<file path="config.mk">
export PLATFORM = sky130hd
export DESIGN_NAME = mtt_timer
export DESIGN_NICKNAME = d
export VERILOG_FILES = /design/src/mtt_pkg.sv /design/src/mtt_timer.sv
export SDC_FILE = /design/constraint.sdc
export NUM_CORES = 2
export LEC_CHECK = 0
export BUFFER_PORTS_ARGS = -buffer_cell sky130_fd_sc_hd__clkbuf_2
export CAP_MARGIN = 20
export CORE_MARGIN = 1.5
export CORE_UTILIZATION = 35
export CTS_CLUSTER_SIZE = 8
export DETAILED_ROUTE_END_ITERATION = 10
export GPL_ROUTABILITY_DRIVEN = 0
export PLACE_DENSITY = 0.56
export SETUP_SLACK_MARGIN = 0.02
export SYNTH_ARGS = -nofsm -noshare
export SYNTH_HDL_FRONTEND = slang
export SYNTH_SLANG_ARGS = --single-unit
</file>
<file path="constraint.sdc">
create_clock -name sys_clk -period 27.3 [get_ports sys_clk]
set_input_delay 4.095 -clock sys_clk [delete_from_list [all_inputs] [get_ports sys_clk]]
set_output_delay 4.095 -clock sys_clk [all_outputs]
set_load 0.03 [all_outputs]
</file>
<file path="src/mtt_pkg.sv">
`default_nettype none
package mtt_pkg;

  // ----------------------------------------------------------------------
  // register byte addresses on the apb port
  // ----------------------------------------------------------------------
  localparam logic [7:0] MTT_OFF_CONTROL   = 8'h00;
  localparam logic [7:0] MTT_OFF_VIEW_SEL  = 8'h04;
  localparam logic [7:0] MTT_OFF_CNT_LOW   = 8'h08;
  localparam logic [7:0] MTT_OFF_CNT_HIGH  = 8'h0c;
  localparam logic [7:0] MTT_OFF_WRAP_B0   = 8'h10;
  localparam logic [7:0] MTT_OFF_WRAP_B1   = 8'h14;
  localparam logic [7:0] MTT_OFF_WRAP_B2   = 8'h18;
  localparam logic [7:0] MTT_OFF_FLAGS     = 8'h1c;
  localparam logic [7:0] MTT_OFF_ENABLES   = 8'h20;
  localparam logic [7:0] MTT_OFF_EVT_ROUTE = 8'h24;

  // ----------------------------------------------------------------------
  // field positions
  // ----------------------------------------------------------------------
  localparam int MTT_CTL_GO       = 0;
  localparam int MTT_CTL_EDGE     = 1;
  localparam int MTT_CTL_STATE    = 2;
  localparam int MTT_CTL_SCOPE    = 3;
  localparam int MTT_VIEW_CNT_LSB = 0;
  localparam int MTT_VIEW_WRP_LSB = 4;
  localparam int MTT_ROUTE_A_LSB  = 0;
  localparam int MTT_ROUTE_B_LSB  = 4;
  localparam int MTT_EV_PER       = 0;
  localparam int MTT_EV_CMP_A     = 1;
  localparam int MTT_EV_CMP_B     = 2;
  localparam int MTT_EV_WPER      = 3;
  localparam int MTT_EV_WCMP_A    = 4;
  localparam int MTT_EV_WCMP_B    = 5;

  // ----------------------------------------------------------------------
  // reset values
  // ----------------------------------------------------------------------
  localparam logic RST_GO   = 1'b0;
  localparam logic RST_EDGE = 1'b1;

  // ----------------------------------------------------------------------
  // window views and event route codes
  // ----------------------------------------------------------------------
  localparam logic [2:0] VIEW_COUNT   = 3'h0;
  localparam logic [2:0] VIEW_CAPTURE = 3'h1;
  localparam logic [2:0] VIEW_PERIOD  = 3'h2;
  localparam logic [2:0] VIEW_CMP_A   = 3'h3;
  localparam logic [2:0] VIEW_CMP_B   = 3'h4;
  localparam logic [2:0] ROUTE_NONE   = 3'h7;

  // ----------------------------------------------------------------------
  // aligned start arithmetic
  // ----------------------------------------------------------------------
  localparam logic [6:0]  START_CYCLES  = 7'd86;
  localparam logic [39:0] START_OVERHEAD = 40'd86;
  localparam logic [14:0] RATIO_NUM     = 15'd15625;  // 976.5625 * 16
  localparam logic [39:0] RATIO_ROUND   = 40'd8;      // half of 16
  localparam int          RATIO_SHIFT   = 4;
  localparam logic [6:0]  DIV_STEPS     = 7'd40;
  localparam logic [6:0]  DIV2_FIRST    = 7'd42;
  localparam logic [6:0]  DIV2_LAST     = 7'd81;

  typedef enum logic [1:0] {
    ST_IDLE,
    ST_WAIT_EDGE,
    ST_CALC,
    ST_RUN
  } mtt_state_t;

endpackage : mtt_pkg
`default_nettype wire

</file>
<file path="src/mtt_timer.sv">
// Design decisions made here: register access over APB and the address map.
`timescale 1ns/100ps
`default_nettype none
module mtt_timer (
  input  wire logic        sys_clk,
  input  wire logic        rst_b,
  input  wire logic        psel,
  input  wire logic        penable,
  input  wire logic        pwrite,
  input  wire logic [7:0]  paddr,
  input  wire logic [31:0] pwdata,
  output logic      [31:0] prdata,
  output logic             pready,
  output logic             pslverr,
  input  wire logic [23:0] sleepTimerValue,
  input  wire logic        slowClkRise,
  input  wire logic        sfdStatus,
  output logic             irqReq,
  output logic             eventOutA,
  output logic             eventOutB
);
  import mtt_pkg::*;

  // ----------------------------------------------------------------------
  // state
  // ----------------------------------------------------------------------
  mtt_state_t  state_r;
  logic        go_r, edgeAligned_r, scope_r;
  logic [2:0]  cntView_r, wrapView_r, routeA_r, routeB_r;
  logic [5:0]  flags_r, enables_r;
  logic [15:0] cnt_r, cntPer_r, cntCmpA_r, cntCmpB_r, cntCap_r, delta_r;
  logic [23:0] wrap_r, wrapPer_r, wrapCmpA_r, wrapCmpB_r, wrapCap_r;
  logic [7:0]  cntStage_r, cntHiLatch_r;
  logic [15:0] wrapStage_r, wrapHiLatch_r;
  logic [7:0]  wrapLoLatch_r;
  logic [23:0] storedSleep_r;
  logic        sfdPrev_r;
  logic [6:0]  calcCnt_r;
  logic [39:0] divQ_r, divR_r, divisor_r;
  logic [15:0] newCnt_r;
  logic [23:0] newWrap_r;

  // ----------------------------------------------------------------------
  // apb decode
  // ----------------------------------------------------------------------
  logic wrEn, rdEn, setup;
  assign setup = psel & ~penable;
  assign wrEn  = psel & penable & pready & pwrite;
  assign rdEn  = psel & penable & pready & ~pwrite;

  logic wrCtl, wrView, wrCntLo, wrCntHi, wrWrp0, wrWrp1, wrWrp2;
  logic wrFlags, wrEn_m, wrRoute, rdCntLo, rdWrp0;
  assign wrCtl   = wrEn && paddr == MTT_OFF_CONTROL;
  assign wrView  = wrEn && paddr == MTT_OFF_VIEW_SEL;
  assign wrCntLo = wrEn && paddr == MTT_OFF_CNT_LOW;
  assign wrCntHi = wrEn && paddr == MTT_OFF_CNT_HIGH;
  assign wrWrp0  = wrEn && paddr == MTT_OFF_WRAP_B0;
  assign wrWrp1  = wrEn && paddr == MTT_OFF_WRAP_B1;
  assign wrWrp2  = wrEn && paddr == MTT_OFF_WRAP_B2;
  assign wrFlags = wrEn && paddr == MTT_OFF_FLAGS;
  assign wrEn_m  = wrEn && paddr == MTT_OFF_ENABLES;
  assign wrRoute = wrEn && paddr == MTT_OFF_EVT_ROUTE;
  assign rdCntLo = rdEn && paddr == MTT_OFF_CNT_LOW
                   && cntView_r == VIEW_COUNT;
  assign rdWrp0  = rdEn && paddr == MTT_OFF_WRAP_B0
                   && wrapView_r == VIEW_COUNT;

  // full values that a high byte write commits
  logic [15:0] cntWrVal;
  logic [23:0] wrapWrVal;
  assign cntWrVal  = {pwdata[7:0], cntStage_r};
  assign wrapWrVal = {pwdata[7:0], wrapStage_r};

  // ----------------------------------------------------------------------
  // counting and event detection
  // ----------------------------------------------------------------------
  logic        counting, perHit, wperHit;
  logic [15:0] cntInc;
  logic [23:0] wrapInc;
  logic [5:0]  events;
  logic        calcDone;
  assign counting = state_r == ST_RUN && delta_r == 16'h0000;
  assign cntInc   = cnt_r + 16'h0001;
  assign wrapInc  = wrap_r + 24'h000001;
  assign perHit   = counting && cntInc == cntPer_r;
  assign wperHit  = perHit && wrapInc == wrapPer_r;
  assign calcDone = state_r == ST_CALC
                    && calcCnt_r == START_CYCLES - 7'd1;
  always_comb begin
    events = 6'h00;
    events[MTT_EV_PER]    = perHit;
    events[MTT_EV_CMP_A]  = counting && cntInc == cntCmpA_r;
    events[MTT_EV_CMP_B]  = counting && cntInc == cntCmpB_r;
    events[MTT_EV_WPER]   = wperHit;
    events[MTT_EV_WCMP_A] = perHit && wrapInc == wrapCmpA_r;
    events[MTT_EV_WCMP_B] = perHit && wrapInc == wrapCmpB_r;
  end

  // ----------------------------------------------------------------------
  // run control
  // ----------------------------------------------------------------------
  // go bit and mode bits; go reads back as written, not as state
  always_ff @(posedge sys_clk or negedge rst_b) begin
    if (!rst_b) begin
      go_r          <= RST_GO;
      edgeAligned_r <= RST_EDGE;
      scope_r       <= 1'b0;
    end else if (wrCtl) begin
      go_r          <= pwdata[MTT_CTL_GO];
      edgeAligned_r <= pwdata[MTT_CTL_EDGE];
      scope_r       <= pwdata[MTT_CTL_SCOPE];
    end
  end

  // mode machine; an aligned stop keeps counting until the slow edge
  always_ff @(posedge sys_clk or negedge rst_b) begin
    if (!rst_b) begin
      state_r <= ST_IDLE;
    end else begin
      case (state_r)
        ST_IDLE: begin
          if (go_r && !edgeAligned_r) begin
            state_r <= ST_RUN;
          end else if (go_r) begin
            state_r <= ST_WAIT_EDGE;
          end
        end
        ST_WAIT_EDGE: begin
          if (!go_r) begin
            state_r <= ST_IDLE;
          end else if (slowClkRise) begin
            state_r <= ST_CALC;
          end
        end
        ST_CALC: begin
          if (calcDone) begin
            state_r <= ST_RUN;
          end
        end
        ST_RUN: begin
          if (!go_r && (!edgeAligned_r || slowClkRise)) begin
            state_r <= ST_IDLE;
          end
        end
        default: state_r <= ST_IDLE;
      endcase
    end
  end

  // sleep timer value kept at an aligned stop for the next start
  always_ff @(posedge sys_clk or negedge rst_b) begin
    if (!rst_b) begin
      storedSleep_r <= 24'h000000;
    end else if (state_r == ST_RUN && !go_r && edgeAligned_r
                 && slowClkRise) begin
      storedSleep_r <= sleepTimerValue;
    end
  end

  // ----------------------------------------------------------------------
  // aligned start recompute: two 40 step divisions inside 86 cycles
  // ----------------------------------------------------------------------
  logic [23:0] sleepDiff;
  logic [24:0] ticks;
  logic [39:0] scaled, cStart, divTry, divRem, cntDivisor, wrapDivisor;
  logic        divFits;
  assign sleepDiff = sleepTimerValue - storedSleep_r;
  // a zero difference means a full sleep timer turn
  assign ticks  = (sleepDiff == 24'h000000) ? {1'b1, 24'h000000}
                                            : {1'b0, sleepDiff};
  assign scaled = (40'(ticks) * 40'(RATIO_NUM) + RATIO_ROUND) >> RATIO_SHIFT;
  assign cStart = scaled + 40'(cnt_r) + START_OVERHEAD;
  // a zero period means the natural 2^16 or 2^24 turn
  assign cntDivisor  = (cntPer_r == 16'h0000) ? 40'h0000010000
                                              : 40'(cntPer_r);
  assign wrapDivisor = (wrapPer_r == 24'h000000) ? 40'h0001000000
                                                 : 40'(wrapPer_r);
  assign divTry  = {divR_r[38:0], divQ_r[39]};
  assign divFits = divTry >= divisor_r;
  assign divRem  = divFits ? divTry - divisor_r : divTry;

  // step counter for the start sequence
  always_ff @(posedge sys_clk or negedge rst_b) begin
    if (!rst_b) begin
      calcCnt_r <= 7'd0;
    end else if (state_r == ST_CALC) begin
      calcCnt_r <= calcCnt_r + 7'd1;
    end else begin
      calcCnt_r <= 7'd0;
    end
  end

  // shared restoring divider: first by period, then by wrap period
  always_ff @(posedge sys_clk or negedge rst_b) begin
    if (!rst_b) begin
      divQ_r    <= 40'h0;
      divR_r    <= 40'h0;
      divisor_r <= 40'h0;
      newCnt_r  <= 16'h0000;
      newWrap_r <= 24'h000000;
    end else if (state_r == ST_WAIT_EDGE && slowClkRise) begin
      divQ_r    <= cStart;
      divR_r    <= 40'h0;
      divisor_r <= cntDivisor;
    end else if (state_r == ST_CALC) begin
      if (calcCnt_r < DIV_STEPS
          || (calcCnt_r >= DIV2_FIRST && calcCnt_r <= DIV2_LAST)) begin
        divQ_r <= {divQ_r[38:0], divFits};
        divR_r <= divRem;
      end else if (calcCnt_r == DIV_STEPS) begin
        newCnt_r  <= divR_r[15:0];
        divQ_r    <= divQ_r + 40'(wrap_r);
        divR_r    <= 40'h0;
        divisor_r <= wrapDivisor;
      end else if (calcCnt_r == DIV2_LAST + 7'd1) begin
        newWrap_r <= divR_r[23:0];
      end
    end
  end

  // ----------------------------------------------------------------------
  // counter, delta and wrap counter
  // ----------------------------------------------------------------------
  always_ff @(posedge sys_clk or negedge rst_b) begin
    if (!rst_b) begin
      cnt_r <= 16'h0000;
    end else if (calcDone) begin
      cnt_r <= newCnt_r;
    end else if (wrCntHi && cntView_r == VIEW_COUNT
                 && state_r == ST_IDLE) begin
      cnt_r <= cntWrVal;
    end else if (perHit) begin
      cnt_r <= 16'h0000;
    end else if (counting) begin
      cnt_r <= cntInc;
    end
  end

  // delta holds the counter; it only restarts on a new write
  always_ff @(posedge sys_clk or negedge rst_b) begin
    if (!rst_b) begin
      delta_r <= 16'h0000;
    end else if (wrCntHi && cntView_r == VIEW_COUNT
                 && state_r == ST_RUN) begin
      delta_r <= cntWrVal;
    end else if (state_r != ST_RUN) begin
      delta_r <= 16'h0000;
    end else if (delta_r != 16'h0000) begin
      delta_r <= delta_r - 16'h0001;
    end
  end

  always_ff @(posedge sys_clk or negedge rst_b) begin
    if (!rst_b) begin
      wrap_r <= 24'h000000;
    end else if (calcDone) begin
      wrap_r <= newWrap_r;
    end else if (wrWrp2 && wrapView_r == VIEW_COUNT) begin
      wrap_r <= wrapWrVal;
    end else if (wperHit) begin
      wrap_r <= 24'h000000;
    end else if (perHit) begin
      wrap_r <= wrapInc;
    end
  end

  // ----------------------------------------------------------------------
  // window settings: period, compares, staging bytes
  // ----------------------------------------------------------------------
  always_ff @(posedge sys_clk or negedge rst_b) begin
    if (!rst_b) begin
      cntStage_r  <= 8'h00;
      wrapStage_r <= 16'h0000;
      cntPer_r    <= 16'h0000;
      cntCmpA_r   <= 16'h0000;
      cntCmpB_r   <= 16'h0000;
      wrapPer_r   <= 24'h000000;
      wrapCmpA_r  <= 24'h000000;
      wrapCmpB_r  <= 24'h000000;
    end else begin
      if (wrCntLo) begin
        cntStage_r <= pwdata[7:0];
      end
      if (wrWrp0) begin
        wrapStage_r[7:0] <= pwdata[7:0];
      end
      if (wrWrp1) begin
        wrapStage_r[15:8] <= pwdata[7:0];
      end
      if (wrCntHi) begin
        case (cntView_r)
          VIEW_PERIOD: cntPer_r  <= cntWrVal;
          VIEW_CMP_A:  cntCmpA_r <= cntWrVal;
          VIEW_CMP_B:  cntCmpB_r <= cntWrVal;
          default: ;
        endcase
      end
      if (wrWrp2) begin
        case (wrapView_r)
          VIEW_PERIOD: wrapPer_r  <= wrapWrVal;
          VIEW_CMP_A:  wrapCmpA_r <= wrapWrVal;
          VIEW_CMP_B:  wrapCmpB_r <= wrapWrVal;
          default: ;
        endcase
      end
    end
  end

  // view, routing and enable settings
  always_ff @(posedge sys_clk or negedge rst_b) begin
    if (!rst_b) begin
      cntView_r  <= VIEW_COUNT;
      wrapView_r <= VIEW_COUNT;
      routeA_r   <= 3'h0;
      routeB_r   <= 3'h0;
      enables_r  <= 6'h00;
    end else begin
      if (wrView) begin
        cntView_r  <= pwdata[MTT_VIEW_CNT_LSB +: 3];
        wrapView_r <= pwdata[MTT_VIEW_WRP_LSB +: 3];
      end
      if (wrRoute) begin
        routeA_r <= pwdata[MTT_ROUTE_A_LSB +: 3];
        routeB_r <= pwdata[MTT_ROUTE_B_LSB +: 3];
      end
      if (wrEn_m) begin
        enables_r <= pwdata[5:0];
      end
    end
  end

  // ----------------------------------------------------------------------
  // read latches and frame start capture
  // ----------------------------------------------------------------------
  // count low reads freeze the count high byte, and all of wrap with scope set; wrap low reads freeze wrap only with scope clear
  always_ff @(posedge sys_clk or negedge rst_b) begin
    if (!rst_b) begin
      cntHiLatch_r  <= 8'h00;
      wrapHiLatch_r <= 16'h0000;
      wrapLoLatch_r <= 8'h00;
    end else if (rdCntLo) begin
      cntHiLatch_r <= cnt_r[15:8];
      if (scope_r) begin
        wrapLoLatch_r <= wrap_r[7:0];
        wrapHiLatch_r <= wrap_r[23:8];
      end
    end else if (rdWrp0 && !scope_r) begin
      wrapHiLatch_r <= wrap_r[23:8];
    end
  end

  always_ff @(posedge sys_clk or negedge rst_b) begin
    if (!rst_b) begin
      sfdPrev_r <= 1'b0;
      cntCap_r  <= 16'h0000;
      wrapCap_r <= 24'h000000;
    end else begin
      sfdPrev_r <= sfdStatus;
      if (sfdStatus && !sfdPrev_r) begin
        cntCap_r  <= cnt_r;
        wrapCap_r <= wrap_r;
      end
    end
  end

  // ----------------------------------------------------------------------
  // flags, interrupt request and event outputs
  // ----------------------------------------------------------------------
  // written zeros clear; a hit in the same cycle still sets
  always_ff @(posedge sys_clk or negedge rst_b) begin
    if (!rst_b) begin
      flags_r <= 6'h00;
    end else if (wrFlags) begin
      flags_r <= (flags_r & pwdata[5:0]) | events;
    end else begin
      flags_r <= flags_r | events;
    end
  end

  always_ff @(posedge sys_clk or negedge rst_b) begin
    if (!rst_b) begin
      irqReq    <= 1'b0;
      eventOutA <= 1'b0;
      eventOutB <= 1'b0;
    end else begin
      irqReq    <= |(flags_r & enables_r);
      eventOutA <= routeA_r != ROUTE_NONE && routeA_r < 3'h6
                   && events[routeA_r];
      eventOutB <= routeB_r != ROUTE_NONE && routeB_r < 3'h6
                   && events[routeB_r];
    end
  end

  // ----------------------------------------------------------------------
  // apb read path: answer one cycle after setup
  // ----------------------------------------------------------------------
  logic [15:0] cntView;
  logic [23:0] wrapView;
  logic [31:0] rdMux;
  logic        mapped;
  always_comb begin
    case (cntView_r)
      VIEW_COUNT:   cntView = {cntHiLatch_r, cnt_r[7:0]};
      VIEW_CAPTURE: cntView = cntCap_r;
      VIEW_PERIOD:  cntView = cntPer_r;
      VIEW_CMP_A:   cntView = cntCmpA_r;
      VIEW_CMP_B:   cntView = cntCmpB_r;
      default:      cntView = 16'h0000;
    endcase
    case (wrapView_r)
      VIEW_COUNT:   wrapView = {wrapHiLatch_r,
                                scope_r ? wrapLoLatch_r : wrap_r[7:0]};
      VIEW_CAPTURE: wrapView = wrapCap_r;
      VIEW_PERIOD:  wrapView = wrapPer_r;
      VIEW_CMP_A:   wrapView = wrapCmpA_r;
      VIEW_CMP_B:   wrapView = wrapCmpB_r;
      default:      wrapView = 24'h000000;
    endcase
  end

  always_comb begin
    rdMux  = 32'h0;
    mapped = 1'b1;
    case (paddr)
      MTT_OFF_CONTROL: begin
        rdMux[MTT_CTL_GO]    = go_r;
        rdMux[MTT_CTL_EDGE]  = edgeAligned_r;
        rdMux[MTT_CTL_STATE] = state_r == ST_RUN;
        rdMux[MTT_CTL_SCOPE] = scope_r;
      end
      MTT_OFF_VIEW_SEL: begin
        rdMux[MTT_VIEW_CNT_LSB +: 3] = cntView_r;
        rdMux[MTT_VIEW_WRP_LSB +: 3] = wrapView_r;
      end
      MTT_OFF_CNT_LOW:   rdMux[7:0] = cntView[7:0];
      MTT_OFF_CNT_HIGH:  rdMux[7:0] = cntView[15:8];
      MTT_OFF_WRAP_B0:   rdMux[7:0] = wrapView[7:0];
      MTT_OFF_WRAP_B1:   rdMux[7:0] = wrapView[15:8];
      MTT_OFF_WRAP_B2:   rdMux[7:0] = wrapView[23:16];
      MTT_OFF_FLAGS:     rdMux[5:0] = flags_r;
      MTT_OFF_ENABLES:   rdMux[5:0] = enables_r;
      MTT_OFF_EVT_ROUTE: begin
        rdMux[MTT_ROUTE_A_LSB +: 3] = routeA_r;
        rdMux[MTT_ROUTE_B_LSB +: 3] = routeB_r;
      end
      default: mapped = 1'b0;
    endcase
  end

  // a held read reflects state at setup; latches move at completion
  always_ff @(posedge sys_clk or negedge rst_b) begin
    if (!rst_b) begin
      prdata  <= 32'h0;
      pready  <= 1'b0;
      pslverr <= 1'b0;
    end else begin
      pready  <= setup;
      pslverr <= setup && !mapped;
      if (setup) begin
        prdata <= pwrite ? 32'h0 : rdMux;
      end
    end
  end

endmodule : mtt_timer
`default_nettype wire

</file>
==> flow_summary_export.csv <==
group,metric,value,unit
routing,dr.pass1.iters,6,
timing,hold_viol_final,0,
setup_path,library_cell_contributing_the_largest_single_delay_on_the_critical_path,"sky130_fd_sc_hd__xnor2_1",
final_layout,nets,4182,
yosys,syn_area_per_cell,9.51,µm²
placement,placed_cell_area,37500,µm²
job,maximum_capacitance_violations,0,
clock_tree,postCtsSetupBuffers,0,
yosys,post_synth_most_frequent_cells,"489 x sky130_fd_sc_hd__dfrtp_1, 364 x sky130_fd_sc_hd__nand2_1, 267 x sky130_fd_sc_hd__o21ai_0",
routing,drt_iter0_drc,2259,
global_route,track_usage,20.4,%
power_and_ir_drop,irDropWorstVdd,0.000111,V
worst_hold_path,hold_path.class,"reg2reg",
yosys,synth_enable_flop_cells,0,
placement,detailedPlace.worstSlack,13.47,ns
timing,timing.setup.tns,0,ns
clock_tree,register_clock_pin_slew_on_the_reported_worst_setup_and_hold_paths,0.05,ns
clock_tree,clock_tree.root_cell,"sky130_fd_sc_hd__clkbuf_16",
floorplanning,core_area,101000,µm²
yosys,netlist.top_cell.by_area,"sky130_fd_sc_hd__dfrtp_1",
floorplanning,chipHeight,322,µm
power_and_ir_drop,sequentialPowerShare,21.1,%
routing,final_wirelength,106000,µm
yosys,synth.yosys.warnings,0,
floorplanning,chipWidth,322,µm
clock_tree,cts_tree,"done",
yosys,synthArstFlopShare,100,%
global_route,first_pass_grt_wire_length,166000,µm
global_route,number_of_antenna_violations_at_the_first_check_in_global_routing,1,
routing,routed_via_density,5.52,
power_and_ir_drop,power_frac_comb,57.4,%
floorplanning,row_count,117,
clock_tree,ctsHoldBuffers,0,
setup_path,critical_path_peak_fanout,9,
final_layout,final_layout_size_suffix_gt1_share,13.2,%
timing,grt_setup_unrepaired,"no",
timing,final.period_utilization,48.0,%
timing,final_worst_setup_slack,14.21,ns
setup_path,path_common_cell,"sky130_fd_sc_hd__ha_1",
clock_tree,worst_skew_pair.late_latency,0.64,ns
setup_path,worst_setup_path_end_kind,"flop",
routing,drcViolationCount,0,
routing,routed_wire_length_per_instance,20.6,µm
floorplanning,io_pins,108,
floorplanning,initial_utilization,35.2,%
global_route,grt-ovfl-total,0,
yosys,postSynth.topFlopCell,"sky130_fd_sc_hd__dfrtp_1",
final_layout,antenna-diode-count,0,
timing,fin_crit,13.09,ns
final_layout,area.growth.synth_to_final,10.7,%
yosys,synthesis.area,35700,µm²
yosys,synth_most_common_cell,"sky130_fd_sc_hd__dfrtp_1",
timing,max_freq,76.4,MHz
power_and_ir_drop,cellLeakagePower,18.6,nW
yosys,synthDistinctLibCells,85,
power_and_ir_drop,power_frac_clock,21.5,%
setup_path,critPathArrivalTime,13.66,ns
timing,tightest_slew,1.07,ns
global_route,vias_in_the_first_global_route,27717,
routing,antenna_left,0,
worst_hold_path,whs_path_depth,2,
timing,slew_violations,0,
yosys,synth_top_area_share,34.3,%
routing,dr_total_vias,28451,
clock_tree,ctsLongestPathBuffers,3,
global_route,grt_max_degree,139,
setup_path,ff2ff_path_depth,31,
setup_path,critical_path.startpoint_type,"primary input",
timing,fin_skew,0.0404,ns
placement,place_hpwl,79000,µm
floorplanning,die-area,104000,µm²
power_and_ir_drop,intPower,2.13,mW
setup_path,critical_path_class,"in2reg",
timing,remaining_max_slew_budget_at_the_tightest_pin,28.2,%
yosys,yosysSeqAreaShare,34.3,%
final_layout,final_cell_area,39600,µm²
power_and_ir_drop,p_total,3.90,mW
power_and_ir_drop,power-per-cell-area,98.5,nW/µm²
clock_tree,cts-resized-gates,0,
run_status,run_status,"finished clean",
timing,finalSetupViolations,0,
clock_tree,clock_sink_count,490,
yosys,netlist_top_cells_area,"sky130_fd_sc_hd__dfrtp_1 34%, sky130_fd_sc_hd__ha_1 8.5%, sky130_fd_sc_hd__mux2_2 8.2%, sky130_fd_sc_hd__fa_1 5.7%, sky130_fd_sc_hd__xnor2_1 4.0%",
clock_tree,cts.htree.levels,3,
yosys,synth_seq_cells,490,
yosys,postSynthCellCount,3757,
placement,portBuffers,59,
clock_tree,clock_buffers_created_by_tritoncts,72,
power_and_ir_drop,proportion_of_total_power_due_to_net_switching,45.2,%
setup_path,data_required_time_at_the_worst_endpoint,27.87,ns
power_and_ir_drop,p_sw,1.76,mW
setup_path,cpPeakStageDelay,0.79,ns
[power groups by stage]
| stage | Combinational, mW | Sequential [mW] | Clock, mW |
|---|---|---|---|
| floorplan | 1.70 | 0.815 | 0 |
| global placement | 2.24 | 0.834 | 0 |
| detailed placement | 2.25 | 0.835 | 0 |
| CTS | 2.27 | 0.823 | 0.854 |
| global route | 2.54 | 0.830 | 0.881 |
| finish | 2.24 | 0.824 | 0.836 |
[state kept, by name (all words and copies together) (netlist names), 24 cells and up]
register       cells
wrapCmpA_r        24
divR_r            39
divQ_r            40
wrapCmpB_r        24
divisor_r         25
newWrap_r         24
wrapCap_r         24
wrapPer_r         24
storedSleep_r     24
wrap_r            24
[area by class of cell]
| type | count | area (µm²) |
|---|---|---|
| Inverter | 262 | 983 |
| Clock buffer | 81 | 1840 |
| Multi-Input combinational cell | 2828 | 21800 |
| Sequential cell | 490 | 12300 |
| Fill cell | 10174 | 61900 |
| Tap cell | 1368 | 1710 |
| Timing Repair Buffer | 114 | 758 |
| Clock inverter | 9 | 204 |
[kinds of logic (layout without fill, tap and decap cells)]
| kind of cell | Yosys count | after routing | synth area share (%) |
|---|---|---|---|
| and+or+nand+nor | 960 | 960 | 12.9 |
| AOI/OAI and AO/OA | 881 | 881 | 15.9 |
| DFF | 490 | 490 | 34.3 |
| buffers and inverters | 464 | 466 | 5.22 |
| adders and majority gates | 343 | 343 | 14.1 |
| muxes | 314 | 314 | 9.98 |
| xor gates and xnor gates | 304 | 304 | 7.45 |
| other | 1 | 26 | 0.0105 |
[cells in the final DEF, fill, tap and decap left out, types with 139 or more instances in the layout]
cell type,Yosys,final
sky130_fd_sc_hd__a21oi_1,165,165
sky130_fd_sc_hd__dfrtp_1,489,489
sky130_fd_sc_hd__ha_1,242,242
sky130_fd_sc_hd__inv_1,262,262
sky130_fd_sc_hd__mux2_2,259,259
sky130_fd_sc_hd__nand2_1,364,364
sky130_fd_sc_hd__nor2_1,178,174
sky130_fd_sc_hd__o21ai_0,267,267
sky130_fd_sc_hd__xnor2_1,165,165
sky130_fd_sc_hd__xor2_1,139,139
[path summary, 6_finish.rpt]
path                                              startpoint                         end  slack [ns]
max in group asynchronous                              rst_b      delta_r[1]$_DFFE_PN0P_       21.00
worst max-delay path                      sleepTimerValue[0]      divQ_r[36]$_DFFE_PN0P_       14.21
min in group asynchronous                              rst_b  wrapCmpB_r[21]$_DFFE_PN0P_        3.51
worst min register to register         prdata[5]$_DFFE_PN0P_       prdata[5]$_DFFE_PN0P_        0.47
worst min-delay path                   prdata[5]$_DFFE_PN0P_       prdata[5]$_DFFE_PN0P_        0.47
worst max register to register  storedSleep_r[0]$_DFFE_PN0P_      divQ_r[36]$_DFFE_PN0P_       17.44
[critical path: cells and delay by family]
| family | cells | cell delay, ns |
|---|---|---|
| simple gates | 11 | 2.67 |
| buf+inv | 4 | 0.22 |
| xor+xnor | 3 | 1.16 |
| fa+ha+maj | 11 | 4.36 |
| compound gates | 4 | 1.16 |
[metal layers]
metal | vias up | wire length [µm] | GRT usage, %
met5 | - | 8 | 0
met4 | 2 | 3320 | 6.56
met3 | 169 | 5160 | 2.59
met2 | 758 | 48800 | 32.7
met1 | 14131 | 49100 | 28.4
li1 | 13391 | - | -
[per-stage QoR]
step	std cells	hold WS, ns	util (%)
3_3_place_gp	5059	0.460	36.9
3_5_place_dp	5061	0.466	37.0
4_1_cts	5151	0.479	39.0
2_1_floorplan	3782	0.441	-
5_1_grt	5152	0.490	39.0
6_report	5152	0.474	39.0
(Power assumes the default switching activity.)
